[src/logic/ctc_regs.svh]
// What this block does
// - eleven-bit trim code, 0x000 lowest frequency
// - low eight bits drive fine capacitors directly
// - top three bits feed thermometer decoder
// - each decoder output switches one coarse capacitor
// - apply trim after delay field times tick
// - zero trim delay applies trim at once
// - settle ticks after apply set settled flag
// - fast RC trim resets to its minimum
// - fast RC clocks system until crystal settles
// - source select picks clock to measure
// - count crystal cycles over N source cycles
// - slow crystal untrimmed, serves as sleep clock
`ifndef CTC_REGS_SVH
`define CTC_REGS_SVH

`define CTC_OFS_TRIM_CODE 12'h000
`define CTC_OFS_TRIM_CTRL 12'h004
`define CTC_OFS_STATUS 12'h008
`define CTC_OFS_FAST_CFG 12'h00C
`define CTC_OFS_CAL_TARGET 12'h010
`define CTC_OFS_CAL_SELECT 12'h014
`define CTC_OFS_CAL_RESULT 12'h018

`define CTC_TRIM_W 11
`define CTC_FINE_W 8
`define CTC_COARSE_W 7
`define CTC_TRIM_RST 11'h000
`define CTC_CTRL_TRIM_DLY_LSB 0
`define CTC_CTRL_SETTLE_DLY_LSB 4
`define CTC_CTRL_XTAL_EN_BIT 8
`define CTC_CTRL_SLEEP_SEL_BIT 9
`define CTC_CTRL_RST 10'h000
`define CTC_FAST_TRIM_W 4
`define CTC_FAST_TRIM_RST 4'h0
`define CTC_SEL_START_BIT 2
`define CTC_CAL_TARGET_RST 32'h0000_0000

`define CTC_CLK_PERIOD_PS 8000
`define CTC_TICK_PS 250000000
`define CTC_TICK_CYCLES ((`CTC_TICK_PS) / (`CTC_CLK_PERIOD_PS))

`endif

[src/logic/ctc_pkg.sv]
`default_nettype none
package ctc_pkg;

  typedef enum logic [1:0] {
    CTC_SEQ_IDLE = 2'b00,
    CTC_SEQ_TRIM_WAIT = 2'b01,
    CTC_SEQ_SETTLE = 2'b10,
    CTC_SEQ_READY = 2'b11
  } ctc_seq_t;

  typedef enum logic [1:0] {
    CTC_SRC_SLOW_RC = 2'b00,
    CTC_SRC_FAST_RC = 2'b01,
    CTC_SRC_SLOW_XTAL = 2'b10,
    CTC_SRC_ENH_RC = 2'b11
  } ctc_src_t;

endpackage
`default_nettype wire

[src/logic/ctc_clock_ctrl.sv]
`timescale 1ns/1ps
`default_nettype none
`include "ctc_regs.svh"

module ctc_clock_ctrl
  import ctc_pkg::*;
#(
  parameter int TICK_CYCLES = `CTC_TICK_CYCLES,
  parameter int CAL_W = 32
)
(
  input wire logic pclk,
  input wire logic presetn,
  input wire logic psel,
  input wire logic penable,
  input wire logic pwrite,
  input wire logic [11:0] paddr,
  input wire logic [31:0] pwdata,
  output logic [31:0] prdata,
  output logic pready,
  output logic pslverr,
  input wire logic fast_crystal_osc_clk,
  input wire logic slow_crystal_osc_clk,
  input wire logic fast_rc_osc_clk,
  input wire logic slow_rc_osc_clk,
  input wire logic enhanced_rc_osc_clk,
  output logic fast_crystal_osc_en,
  output logic [`CTC_FINE_W-1:0] trim_fine,
  output logic [`CTC_COARSE_W-1:0] trim_coarse,
  output logic [`CTC_FAST_TRIM_W-1:0] fast_rc_trim,
  output logic sys_clk_from_crystal,
  output logic sleep_clk_from_crystal,
  output logic trim_applied_flag,
  output logic crystal_settled_flag
);

  localparam int TW = $clog2(TICK_CYCLES + 1);
  localparam logic [TW-1:0] TICK_LAST = TW'(TICK_CYCLES - 1);

  // apb decode
  wire logic access = psel & penable;
  wire logic wr_en = access & pwrite;
  wire logic hit_trim = (paddr == `CTC_OFS_TRIM_CODE);
  wire logic hit_ctrl = (paddr == `CTC_OFS_TRIM_CTRL);
  wire logic hit_stat = (paddr == `CTC_OFS_STATUS);
  wire logic hit_fast = (paddr == `CTC_OFS_FAST_CFG);
  wire logic hit_tgt = (paddr == `CTC_OFS_CAL_TARGET);
  wire logic hit_sel = (paddr == `CTC_OFS_CAL_SELECT);
  wire logic hit_res = (paddr == `CTC_OFS_CAL_RESULT);
  wire logic hit_any = hit_trim | hit_ctrl | hit_stat | hit_fast | hit_tgt | hit_sel | hit_res;
  wire logic wr_trim = wr_en & hit_trim;
  wire logic wr_ctrl = wr_en & hit_ctrl;
  wire logic wr_fast = wr_en & hit_fast;
  wire logic wr_tgt = wr_en & hit_tgt;
  wire logic wr_sel = wr_en & hit_sel;

  // zero wait states; unmapped offsets answer with an error and read zero
  assign pready = 1'b1;
  assign pslverr = access & ~hit_any;

  logic [`CTC_TRIM_W-1:0] trim_code_q;
  logic [9:0] ctrl_q;
  logic [`CTC_FAST_TRIM_W-1:0] fast_trim_q;
  logic [CAL_W-1:0] cal_target_q;
  logic [1:0] cal_src_q;
  logic cal_run_q;
  logic cal_armed_q;
  logic [CAL_W-1:0] cal_result_q;
  logic [CAL_W-1:0] cal_seen_q;

  always_ff @(posedge pclk or negedge presetn)
  begin
    if (!presetn)
      trim_code_q <= `CTC_TRIM_RST;
    else if (wr_trim)
      trim_code_q <= pwdata[`CTC_TRIM_W-1:0];
  end

  always_ff @(posedge pclk or negedge presetn)
  begin
    if (!presetn)
      ctrl_q <= `CTC_CTRL_RST;
    else if (wr_ctrl)
      ctrl_q <= pwdata[9:0];
  end

  always_ff @(posedge pclk or negedge presetn)
  begin
    if (!presetn)
      fast_trim_q <= `CTC_FAST_TRIM_RST;
    else if (wr_fast)
      fast_trim_q <= pwdata[`CTC_FAST_TRIM_W-1:0];
  end

  always_ff @(posedge pclk or negedge presetn)
  begin
    if (!presetn)
      cal_target_q <= `CTC_CAL_TARGET_RST;
    else if (wr_tgt)
      cal_target_q <= pwdata[CAL_W-1:0];
  end

  wire logic [3:0] trim_dly = ctrl_q[`CTC_CTRL_TRIM_DLY_LSB +: 4];
  wire logic [3:0] settle_dly = ctrl_q[`CTC_CTRL_SETTLE_DLY_LSB +: 4];
  wire logic xtal_en = ctrl_q[`CTC_CTRL_XTAL_EN_BIT];

  // oscillator clocks arrive asynchronously: two flops before any use
  wire logic [4:0] osc_raw = {enhanced_rc_osc_clk, slow_crystal_osc_clk, fast_rc_osc_clk,
                              slow_rc_osc_clk, fast_crystal_osc_clk};
  logic [4:0] osc_rise;

  for (genvar g = 0; g < 5; g++)
  begin : g_osc_sync
    ctc_edge_sync sync_u
    (
      .pclk(pclk),
      .presetn(presetn),
      .async_in(osc_raw[g]),
      .rise(osc_rise[g])
    );
  end

  wire logic xtal_rise = osc_rise[0];
  // select value low bits index the four measurable sources
  wire logic src_rise = osc_rise[3'(cal_src_q) + 3'd1];

  // crystal start-up sequencer, timed in 250 us ticks
  ctc_seq_t seq_q;
  ctc_seq_t seq_d;
  logic [TW-1:0] tick_cnt_q;
  logic [3:0] period_cnt_q;
  logic [`CTC_TRIM_W-1:0] applied_q;
  logic [`CTC_COARSE_W-1:0] coarse_q;
  logic [`CTC_FINE_W-1:0] fine_q;

  wire logic timing = (seq_q == CTC_SEQ_TRIM_WAIT) || (seq_q == CTC_SEQ_SETTLE);
  wire logic tick = timing && (tick_cnt_q == TICK_LAST);
  wire logic trim_due = (seq_q == CTC_SEQ_TRIM_WAIT) && tick && (period_cnt_q == trim_dly - 4'd1);
  wire logic settle_due = (seq_q == CTC_SEQ_SETTLE) &&
                          ((settle_dly == 4'h0) || (tick && (period_cnt_q == settle_dly - 4'd1)));
  wire logic applying = (seq_q == CTC_SEQ_IDLE && xtal_en && trim_dly == 4'h0) || trim_due;

  always_comb
  begin
    seq_d = seq_q;
    unique case (seq_q)
      CTC_SEQ_IDLE:
        if (xtal_en)
          seq_d = (trim_dly == 4'h0) ? CTC_SEQ_SETTLE : CTC_SEQ_TRIM_WAIT;
      CTC_SEQ_TRIM_WAIT:
        if (trim_due)
          seq_d = CTC_SEQ_SETTLE;
      CTC_SEQ_SETTLE:
        if (settle_due)
          seq_d = CTC_SEQ_READY;
      CTC_SEQ_READY:
        seq_d = CTC_SEQ_READY;
    endcase
    // dropping the enable restarts the whole start-up
    if (!xtal_en)
      seq_d = CTC_SEQ_IDLE;
  end

  always_ff @(posedge pclk or negedge presetn)
  begin
    if (!presetn)
    begin
      seq_q <= CTC_SEQ_IDLE;
      tick_cnt_q <= '0;
      period_cnt_q <= 4'h0;
    end
    else
    begin
      seq_q <= seq_d;
      if (!timing || seq_d != seq_q)
      begin
        tick_cnt_q <= '0;
        period_cnt_q <= 4'h0;
      end
      else if (tick)
      begin
        tick_cnt_q <= '0;
        period_cnt_q <= period_cnt_q + 4'd1;
      end
      else
        tick_cnt_q <= tick_cnt_q + TW'(1);
    end
  end

  // trim takes effect at the apply point; later writes follow directly
  wire logic trim_live = (seq_q == CTC_SEQ_SETTLE) || (seq_q == CTC_SEQ_READY) || applying;
  wire logic [`CTC_TRIM_W-1:0] applied_d = trim_live ? trim_code_q : applied_q;
  wire logic [2:0] coarse_in = applied_d[`CTC_TRIM_W-1:`CTC_FINE_W];
  logic [`CTC_COARSE_W-1:0] coarse_dec;

  always_comb
  begin
    coarse_dec = '0;
    for (int i = 0; i < `CTC_COARSE_W; i++)
      coarse_dec[i] = (coarse_in > 3'(i)) || (i == 0);
  end

  always_ff @(posedge pclk or negedge presetn)
  begin
    if (!presetn)
    begin
      applied_q <= `CTC_TRIM_RST;
      fine_q <= '0;
      coarse_q <= 7'h01;
    end
    else
    begin
      applied_q <= applied_d;
      fine_q <= applied_d[`CTC_FINE_W-1:0];
      coarse_q <= coarse_dec;
    end
  end

  // coarse steps change the capacitance abruptly; pacing them is left to software
  assign trim_fine = fine_q;
  assign trim_coarse = coarse_q;
  assign fast_rc_trim = fast_trim_q;
  assign fast_crystal_osc_en = xtal_en;
  assign trim_applied_flag = (seq_q == CTC_SEQ_SETTLE) || (seq_q == CTC_SEQ_READY);
  assign crystal_settled_flag = (seq_q == CTC_SEQ_READY);
  assign sys_clk_from_crystal = crystal_settled_flag;
  // slow crystal has no trim path; it only feeds the sleep clock and calibration
  assign sleep_clk_from_crystal = ctrl_q[`CTC_CTRL_SLEEP_SEL_BIT];

  // reference counter; counting opens at the first source edge after start so that
  // the result spans N whole source periods rather than a partial first one
  wire logic cal_start = wr_sel & pwdata[`CTC_SEL_START_BIT];
  wire logic cal_count = cal_run_q & cal_armed_q;
  wire logic cal_done = cal_run_q && ((cal_target_q == '0) ||
                        (cal_count && src_rise && cal_seen_q == cal_target_q - CAL_W'(1)));

  always_ff @(posedge pclk or negedge presetn)
  begin
    if (!presetn)
      cal_src_q <= 2'h0;
    else if (cal_start || (wr_sel && !cal_run_q))
      cal_src_q <= pwdata[1:0];
  end

  always_ff @(posedge pclk or negedge presetn)
  begin
    if (!presetn)
      cal_run_q <= 1'b0;
    else if (cal_start)
      cal_run_q <= 1'b1;
    else if (cal_done)
      cal_run_q <= 1'b0;
  end

  always_ff @(posedge pclk or negedge presetn)
  begin
    if (!presetn)
      cal_armed_q <= 1'b0;
    else if (cal_start)
      cal_armed_q <= 1'b0;
    else if (cal_run_q && src_rise)
      cal_armed_q <= 1'b1;
  end

  always_ff @(posedge pclk or negedge presetn)
  begin
    if (!presetn)
      cal_seen_q <= '0;
    else if (cal_start)
      cal_seen_q <= '0;
    else if (cal_count && src_rise)
      cal_seen_q <= cal_seen_q + CAL_W'(1);
  end

  always_ff @(posedge pclk or negedge presetn)
  begin
    if (!presetn)
      cal_result_q <= '0;
    else if (cal_start)
      cal_result_q <= '0;
    else if (cal_count && xtal_rise)
      cal_result_q <= cal_result_q + CAL_W'(1);
  end

  // read mux, registered into prdata at the setup cycle
  logic [31:0] rd_mux;

  always_comb
  begin
    rd_mux = 32'h0000_0000;
    if (hit_trim)
      rd_mux[`CTC_TRIM_W-1:0] = trim_code_q;
    if (hit_ctrl)
      rd_mux[9:0] = ctrl_q;
    if (hit_stat)
      rd_mux[1:0] = {crystal_settled_flag, trim_applied_flag};
    if (hit_fast)
      rd_mux[`CTC_FAST_TRIM_W-1:0] = fast_trim_q;
    if (hit_tgt)
      rd_mux[CAL_W-1:0] = cal_target_q;
    if (hit_sel)
      rd_mux[2:0] = {cal_run_q, cal_src_q};
    if (hit_res)
      rd_mux[CAL_W-1:0] = cal_result_q;
  end

  always_ff @(posedge pclk or negedge presetn)
  begin
    if (!presetn)
      prdata <= 32'h0000_0000;
    else if (psel && !penable && !pwrite)
      prdata <= rd_mux;
  end

endmodule // ctc_clock_ctrl

module ctc_edge_sync
  import ctc_pkg::*;
(
  input wire logic pclk,
  input wire logic presetn,
  input wire logic async_in,
  output logic rise
);

  logic s1_q;
  logic s2_q;
  logic s3_q;

  always_ff @(posedge pclk or negedge presetn)
  begin
    if (!presetn)
    begin
      s1_q <= 1'b0;
      s2_q <= 1'b0;
      s3_q <= 1'b0;
    end
    else
    begin
      s1_q <= async_in;
      s2_q <= s1_q;
      s3_q <= s2_q;
    end
  end

  // the second and third flops feed the edge compare; the first may be metastable
  assign rise = s2_q & ~s3_q;

endmodule // ctc_edge_sync
`default_nettype wire

[config.mk]
export PLATFORM = sky130hd
export DESIGN_NAME = ctc_clock_ctrl
export DESIGN_NICKNAME = d
export VERILOG_FILES = /design/src/logic/ctc_pkg.sv /design/src/logic/ctc_clock_ctrl.sv
export VERILOG_INCLUDE_DIRS = /design/src /design/src/logic
export SDC_FILE = /design/constraint.sdc
export NUM_CORES = 1
export LEC_CHECK = 0
export BUFFER_PORTS_ARGS = -buffer_cell sky130_fd_sc_hd__buf_2
export CELL_PAD_IN_SITES_DETAIL_PLACEMENT = 2
export CELL_PAD_IN_SITES_GLOBAL_PLACEMENT = 2
export CORE_ASPECT_RATIO = 1.2
export CORE_MARGIN = 8
export CORE_UTILIZATION = 35
export CTS_CLUSTER_SIZE = 30
export DETAILED_ROUTE_END_ITERATION = 6
export PLACE_DENSITY_LB_ADDON = 0.1
export SLEW_MARGIN = 20
export SYNTH_ARGS = -nofsm -noshare
export SYNTH_HDL_FRONTEND = slang
export SYNTH_SLANG_ARGS = --single-unit
[constraint.sdc]
create_clock -name pclk -period 2.7 [get_ports pclk]
set_clock_uncertainty 0.1 [all_clocks]
set_input_delay 0.81 -clock pclk [delete_from_list [all_inputs] [get_ports pclk]]
set_output_delay 0.81 -clock pclk [all_outputs]
set_load 0.03 [all_outputs]
==> results of run 1 <==
[sequential cells by signal, indices dropped and copies added, names as in the netlist]
signal                  count
cal_target_q               32
trim_coarse                 5
cal_run_q                   1
seq_q                       2
cal_seen_q                 32
cal_src_q                   2
g_osc_sync.sync_u.s1_q      5
tick_cnt_q                 15
trim_fine                   7
period_cnt_q                4
prdata                     32
g_osc_sync.sync_u.s3_q      5
fast_rc_trim                4
g_osc_sync.sync_u.s2_q      5
trim_code_q                11
ctrl_q                     10
applied_q                   4
cal_result_q               32
cal_armed_q                 1
[logic make-up (layout without fill, tap and decap cells)]
| family | Yosys count | count (layout) | synth area share |
|---|---|---|---|
| simple gates | 394 | 394 | 0.193 |
| flops | 209 | 209 | 0.482 |
| compound gates | 159 | 159 | 0.0941 |
| xor+xnor | 113 | 113 | 0.0912 |
| buf+inv | 84 | 318 | 0.0348 |
| mux | 82 | 82 | 0.0849 |
| fa+ha+maj | 17 | 17 | 0.0196 |
| other cells | 1 | 2 | 0.000345 |
[worst max-delay path by stage]
stage	from	to	slack (ns)	cells after the start
floorplan	paddr[2]	pslverr	-0.04	4
global placement	cal_target_q[1]$_DFFE_PN0P_	cal_run_q$_DFFE_PN0P_	-0.10	9
detailed placement	tick_cnt_q[7]$_DFF_PN0_	period_cnt_q[2]$_DFFE_PN0P_	-0.19	7
CTS	cal_target_q[1]$_DFFE_PN0P_	cal_run_q$_DFFE_PN0P_	-0.1	9
global route	cal_target_q[1]$_DFFE_PN0P_	cal_run_q$_DFFE_PN0P_	-0.15	9
finish	cal_target_q[1]$_DFFE_PN0P_	cal_run_q$_DFFE_PN0P_	-0.05	9
[synthesized netlist by cell type (3+ instances only)]
| cell type | count | share of area |
|---|---|---|
| mux2_2 | 61 | 0.063 |
| nor3b_1 | 5 | 0.0035 |
| nand3_1 | 39 | 0.018 |
| buf_4 | 12 | 0.0083 |
| a22oi_1 | 21 | 0.015 |
| or3_1 | 19 | 0.011 |
| dfrtp_1 | 209 | 0.48 |
| xor2_1 | 74 | 0.060 |
| and2_1 | 7 | 0.0040 |
| and3_1 | 19 | 0.011 |
| a221oi_1 | 7 | 0.0056 |
| nand4b_1 | 4 | 0.0032 |
| nor3_1 | 30 | 0.014 |
| o21ai_0 | 31 | 0.014 |
| nor2_1 | 124 | 0.043 |
| o211ai_1 | 3 | 0.0021 |
| buf_1 | 8 | 0.0028 |
| nor4b_1 | 4 | 0.0032 |
| nor4_1 | 15 | 0.0086 |
| inv_1 | 21 | 0.0073 |
| a21oi_1 | 62 | 0.029 |
| nand4_1 | 31 | 0.018 |
| clkbuf_1 | 39 | 0.013 |
| a31oi_1 | 3 | 0.0017 |
| xnor2_1 | 39 | 0.031 |
| nor2b_1 | 7 | 0.0040 |
| mux2i_1 | 19 | 0.018 |
| o31a_1 | 5 | 0.0040 |
| ha_1 | 17 | 0.020 |
| nand2_1 | 49 | 0.017 |
| or2_2 | 6 | 0.0035 |
| nor4_2 | 3 | 0.0035 |
| or4_1 | 7 | 0.0048 |
| a211oi_1 | 4 | 0.0028 |
| and4_1 | 9 | 0.0073 |
[area by class of cell]
type                    instances  share of cell area
inverters                      21             0.00555
multi-input cells             767               0.401
repair buffers                255               0.134
clock buffers                  38              0.0531
well taps                     396              0.0349
clock inverters                 4             0.00317
flip-flops and latches        209               0.368
[worst max-delay path, stage by stage (launching register included)]
cell and delay [ns]:
dfrtp_1 0.41, inv_2 0.09, ha_4 0.12, or3b_4 0.37
or4_1 0.47, a211o_1 0.32, a311oi_2 0.28, o2111ai_2 0.16
nor4_2 0.15, a31oi_1 0.13
[timing repair]
item / CTS / global route
gates resized for setup: 15 / 86
pin swaps: 13 / 39
endpoints found under the setup margin: 51 / 70
setup buffers: 9 / 10
cloned: 0 / 4
[power by group]
| part | internal (uW) | switching [uW] |
|---|---|---|
| Combinational | 175 | 397 |
| Clock | 2000 | 1350 |
| Sequential | 3230 | 56.5 |
| Total | 5400 | 1800 |
[stage by stage]
step / hold WS, ns / power (uW) / instances
2_1_floorplan: 0.231 / 3620 / 1060
3_3_place_gp: 0.232 / 3890 / 1626
3_5_place_dp: 0.242 / 3910 / 1626
4_1_cts: 0.148 / 7290 / 1676
5_1_grt: 0.132 / 7450 / 1690
6_report: 0.113 / 7200 / 1690
[layer usage]
layer / vias to the layer above / wire length (um) / part of all wire / global-route usage
li1: 4209 / - / - / -
met3: 71 / 1220 / 0.031 / 0.0283
met2: 173 / 20300 / 0.52 / 0.368
met1: 4693 / 15500 / 0.40 / 0.233
met4: 0 / 1820 / 0.047 / 0.0903
met5: - / 0 / 0 / 0
==> metrics.yaml, run 1 <==
run_status:
  outcome: "finished with violations"
  violations: "setup timing"
grt:
  grt_pass1_wl_um: 59300
  overflow: 0
  grt_start_max_net_pins: 65
  antenna_found_initial: 0
  grt_pass1_vias: 10300
  gr-usage-all-layers: 0.203
timing:
  fmax_mhz: 364
  worst_pin_slew_ns: 0.579
  hold_viol: 0
  setup_tns_ns: -0.169
  report.final.setup_viol: 14
  setup_slack_ns: -0.0473
  slew_headroom: 0.614
  drv_slew: 0
  period_share: 1.02
  rsz0062_at_grt: "yes"
  period_needed_ns: 2.75
synth:
  ys_ff_latch: 209
  synth_cells: 1059
  syn_area_per_cell_sq_um: 10.3
  synth_cell_type_count: 68
  synth_edf_count: 0
  yosys_warnings: 0
  synthArstFlopShare: 1.00
  synth_ff_type: "dfrtp_1"
  syn_area_sq_um: 10900
  seq_area_frac_synth: 0.482
clock_tree:
  cts_tree: "built"
  clockBufferDepth: 3
  clockRootBuffer: "clkbuf_16"
  ctsHoldBuffers: 0
  clk_latency_ns: 0.54
  cts_buffers: 25
  cts.clk_slew.worst_paths_ns: 0.06
  h-tree-depth: 1
  cts_sinks: 209
setup_path:
  startpoint_type: "register"
  critPathArrivalTime_ns: 3.04
  ff2ff_path_depth: 9
  crit_path_end_kind: "register"
  critPathRequiredTime_ns: 3.00
  r2r-end: "cal_run_q$_DFFE_PN0P_"
  rrSetupSlack_ns: -0.05
  reg2reg_from: "cal_target_q[1]$_DFFE_PN0P_"
  path_max_fanout: 3
  path_class: "reg -> reg"
finish:
  fill_cells: 3220
  utilization: 0.466
  multi_input_area_sq_um: 5700
  final_common_cell: "dfrtp_1"
  finalNetCount: 1350
  diodes: 0
  drive_gt1_frac: 0.345
  area_growth_pct: 30.8
  final-seq-area_sq_um: 5230
  fin_area_sq_um: 14200
  layout_common_cells: "dfrtp_1 (206), buf_4 (125), nor2_1 (107)"
floorplanning:
  die_area_sq_um: 36900
  pin_count: 112
  die_w_um: 177
  initial_core_util: 0.356
  die_h_um: 209
  core_sq_um: 30500
  rows: 70
drt:
  wl_per_cell_um: 23.0
  drt_iter0_drc: 422
  dr.pass1.iters: 4
  viasPerCell: 5.41
  postRouteAntennaNets: 0
  wirelength_um: 38900
  drcViolationCount: 0
  vias: 9146
place:
  place_ws_ns: -0.191
  hpwl_um: 27600
  gp_congestion: 0.826
  placed_area_sq_um: 12700
  port_buffers: 109
pwr:
  vdd_ir_drop_max_mv: 0.461
  leakage_uw: 0.00615
  powerDensity_nw_per_um2: 507
job:
  max-cap-violations: 0
worst_hold_path:
  hp-class: "in -> async"
Note: power is estimated with default switching activity, not from simulation.
==> run 2, diff against run 1 <==
--- a/config.mk
+++ b/config.mk
@@ -7,14 +7,12 @@
 export NUM_CORES = 1
 export LEC_CHECK = 0
 export BUFFER_PORTS_ARGS = -buffer_cell sky130_fd_sc_hd__buf_2
-export CELL_PAD_IN_SITES_DETAIL_PLACEMENT = 2
-export CELL_PAD_IN_SITES_GLOBAL_PLACEMENT = 2
 export CORE_ASPECT_RATIO = 1.2
 export CORE_MARGIN = 8
-export CORE_UTILIZATION = 35
+export CORE_UTILIZATION = 54
 export CTS_CLUSTER_SIZE = 30
 export DETAILED_ROUTE_END_ITERATION = 6
-export PLACE_DENSITY_LB_ADDON = 0.1
+export PLACE_DENSITY = 0.77
 export SLEW_MARGIN = 20
 export SYNTH_ARGS = -nofsm -noshare
 export SYNTH_HDL_FRONTEND = slang
==> run 2 against run 1 <==
  * The flow still finishes with violations (setup timing)
  * Hold slack better by 0.095 ns
  * Wire length is 23% lower
  * Cell count is 9.8% lower
  * Utilization is 21 points higher
  * Power is 1.3% higher
  * Register-to-register slack hardly changed
  * Sequential power hardly changed
==> metrics.yaml, run 2 (same netlist as run 1, synthesis figures left out) <==
grt:
  antenna_found_initial: 0  # unchanged
  gr-usage-all-layers: 0.232  # was 0.203
  grt_pass1_wl_um: 47100  # was 59300 um
  use_met2: 0.415  # was 0.368
  overflow: 0  # unchanged
  grt_use_met3: 0.0429  # was 0.0283
  grt_pass1_vias: 9043  # was 10.3k
  globalRouteMet1Util: 0.270  # was 0.233
  grt_start_max_net_pins: 65  # unchanged
  busiest_layer: "met2"  # unchanged
drt:
  postRouteAntennaNets: 0  # unchanged
  wl_per_cell_um: 19.6  # was 23.0 um
  wirelength_um: 29900  # was 38900 um
  drt_iter0_drc: 595  # was 422
  viasPerCell: 5.88  # was 5.41
  dr.pass1.iters: 5  # was 4
  vias: 8971  # was 9146
  drcViolationCount: 0  # unchanged
timing:
  report.final.setup_viol: 2  # was 14
  setup_tns_ns: -0.0822  # was -0.169 ns
  worst_pin_slew_ns: 0.569  # was 0.579 ns
  period_needed_ns: 2.74  # was 2.75 ns
  drv_slew: 0  # unchanged
  period_share: 1.02  # about the same
  rsz0062_at_grt: "yes"  # unchanged
  hold_viol: 0  # unchanged
  whs_ns: 0.208  # was 0.113 ns
  fmax_mhz: 365  # was 364 MHz
  slew_headroom: 0.620  # was 0.614
  setup_slack_ns: -0.0433  # was -0.0473 ns
setup_path:
  path_common_cell: "buf_6"
  path_cells: "buf_6 -> nor4_4 -> nand3_2 -> a31oi_1 -> buf_4 -> nor2_2 -> buf_6"  # was inv_2 -> ha_4 -> or3b_4 -> or4_1 -> a211o_1 -> a311oi_2 -> o2111ai_2 -> nor4_2 -> a31oi_1
  crit_buf_inv: 3  # was 1
  path_delay_family: "simple AND/OR/NAND/NOR gates"  # unchanged
  cp-startpoint: "paddr[8]"  # was cal_target_q[1]$_DFFE_PN0P_
  critPathArrivalTime_ns: 1.83  # was 3.04 ns
  reg2reg_from: "cal_target_q[1]$_DFFE_PN0P_"  # unchanged
  crit_cells: 7  # was 9
  ff2ff_path_depth: 9  # unchanged
  crit_end: "pslverr"  # was cal_run_q$_DFFE_PN0P_
  rrSetupSlack_ns: -0.04  # was -0.05 ns
  path_max_fanout: 2  # was 3
  r2r-end: "cal_run_q$_DFFE_PN0P_"  # unchanged
  max_stage_delay_ns: 0.31  # was 0.47 ns
  crit_path_end_kind: "output port"  # was register
  path_class: "in -> out"  # was reg -> reg
  startpoint_type: "primary input"  # was register
  cpMaxStageDelayCell: "nor4_4"  # was or4_1
  critPathRequiredTime_ns: 1.79  # was 3.00 ns
floorplanning:
  rows: 57  # was 70
  die_h_um: 171  # was 209 um
  die_area_sq_um: 24900  # was 36900 sq um
  initial_core_util: 0.544  # was 0.356
  core_sq_um: 20000  # was 30500 sq um
  pin_count: 112  # unchanged
  die_w_um: 145  # was 177 um
worst_hold_path:
  hp-class: "in -> async"  # unchanged
clock_tree:
  cts_sinks: 209  # unchanged
  clk_latency_ns: 0.51  # was 0.54 ns
  cts.clk_slew.worst_paths_ns: 0.06  # about the same
  h-tree-depth: 1  # unchanged
  clockBufferDepth: 3  # unchanged
  cts_buffers: 22  # was 25
  cts_tree: "built"  # unchanged
  clockRootBuffer: "clkbuf_16"  # unchanged
run_status:
  violations: "setup timing"  # unchanged
  outcome: "finished with violations"  # unchanged
pwr:
  leakage_uw: 0.00598  # was 0.00615 uW
  p_sw_frac: 0.231  # was 0.250
  pwr-share-seq: 0.450  # was 0.456
  clkPwrFrac: 0.475  # was 0.465
  finalPower_uw: 7290  # was 7200 uW
  powerDensity_nw_per_um2: 538  # was 507 nW/um^2
  pwr-share-comb: 0.075  # was 0.079
  p_sw_uw: 1680  # was 1800 uW
  vdd_ir_drop_max_mv: 0.520  # was 0.461 mV
  internal_power_uw: 5610  # was 5400 uW
finish:
  diodes: 0  # unchanged
  layout_common_cells: "dfrtp_1 (208), nor2_1 (120), buf_2 (105)"  # was dfrtp_1 (206), buf_4 (125), nor2_1 (107)
  drive_gt1_frac: 0.303  # was 0.345
  final_common_cell: "dfrtp_1"  # unchanged
  area_growth_pct: 24.9  # was 30.8%
  finalNetCount: 1316  # was 1350
  fin_area_sq_um: 13600  # was 14200 sq um
  fill_cells: 1495  # was 3220
place:
  port_buffers: 109  # unchanged
  placed_area_sq_um: 12400  # was 12700 sq um
  place_ws_ns: -0.147  # was -0.191 ns
  gp_congestion: 0.894  # was 0.826
  hpwl_um: 20800  # was 27600 um
job:
  max-cap-violations: 0  # unchanged
==> run 2: cell types whose count changed in the layout (fill, tap and decap cells not counted), moves of 4 or more <==
cell,before,now
nor2_1,107,120
nor3_4,9,1
bufinv_16,1,5
nor2_2,9,4
nor2_4,8,0
clkbuf_1,5,0
buf_4,125,98
nor3_1,17,27
==> run 2: per-layer routing <==
layer | wire length (um) | up-vias
met4 | 1340 | 0
li1 | - | 4142
met3 | 1850 | 76
met5 | 0 | -
met2 | 15100 | 323
met1 | 11600 | 4430
==> run 2: power by group through the flow <==
stage | combinational, uW | sequential [uW] | clock, uW
final | 550 | 3280 | 3460
after global routing | 602 | 3290 | 3640
after CTS | 553 | 3280 | 3510
after detailed placement | 544 | 3340 | 0
after global placement | 535 | 3330 | 0
after floorplan | 138 | 3480 | 0
==> run 2: through the flow <==
stage / utilization / std cells
after CTS: 0.666 / 1511
after floorplan: - / 1060
after global routing: 0.679 / 1525
final: 0.679 / 1525
after detailed placement: 0.619 / 1470
after global placement: 0.619 / 1470
==> run 2: final cells by class <==
type,instances,area (sq um),share of cell area
multi-input combinational,767,5480,0.404
tap,265,332,0.0244
clock inverter,9,173,0.0127
sequential,209,5230,0.386
clock buffer,30,672,0.0495
inverter,21,78.8,0.00581
timing repair buffer,224,1600,0.118
==> run 2: how the worst min path moves through the flow <==
stage                                        start                                   to  slack [ns]
3_3_place_gp   g_osc_sync[4].sync_u.s1_q$_DFF_PN0_  g_osc_sync[4].sync_u.s2_q$_DFF_PN0_        0.23
3_5_place_dp   g_osc_sync[2].sync_u.s1_q$_DFF_PN0_  g_osc_sync[2].sync_u.s2_q$_DFF_PN0_        0.24
5_1_grt                                    presetn           cal_seen_q[19]$_DFFE_PN0P_        0.25
4_1_cts                                    presetn           cal_seen_q[19]$_DFFE_PN0P_        0.23
2_1_floorplan  g_osc_sync[0].sync_u.s1_q$_DFF_PN0_  g_osc_sync[0].sync_u.s2_q$_DFF_PN0_        0.23
6_report                                   presetn           cal_seen_q[17]$_DFFE_PN0P_        0.21
==> run 2: repair_timing <==
item | in CTS | in global routing
buffers inserted | 2 | 12
hold buffers | 0 | 0
pin swaps | 10 | 18
gates resized for setup | 13 | 25
endpoints found under the setup margin | 23 | 37
gates cloned | 0 | 2
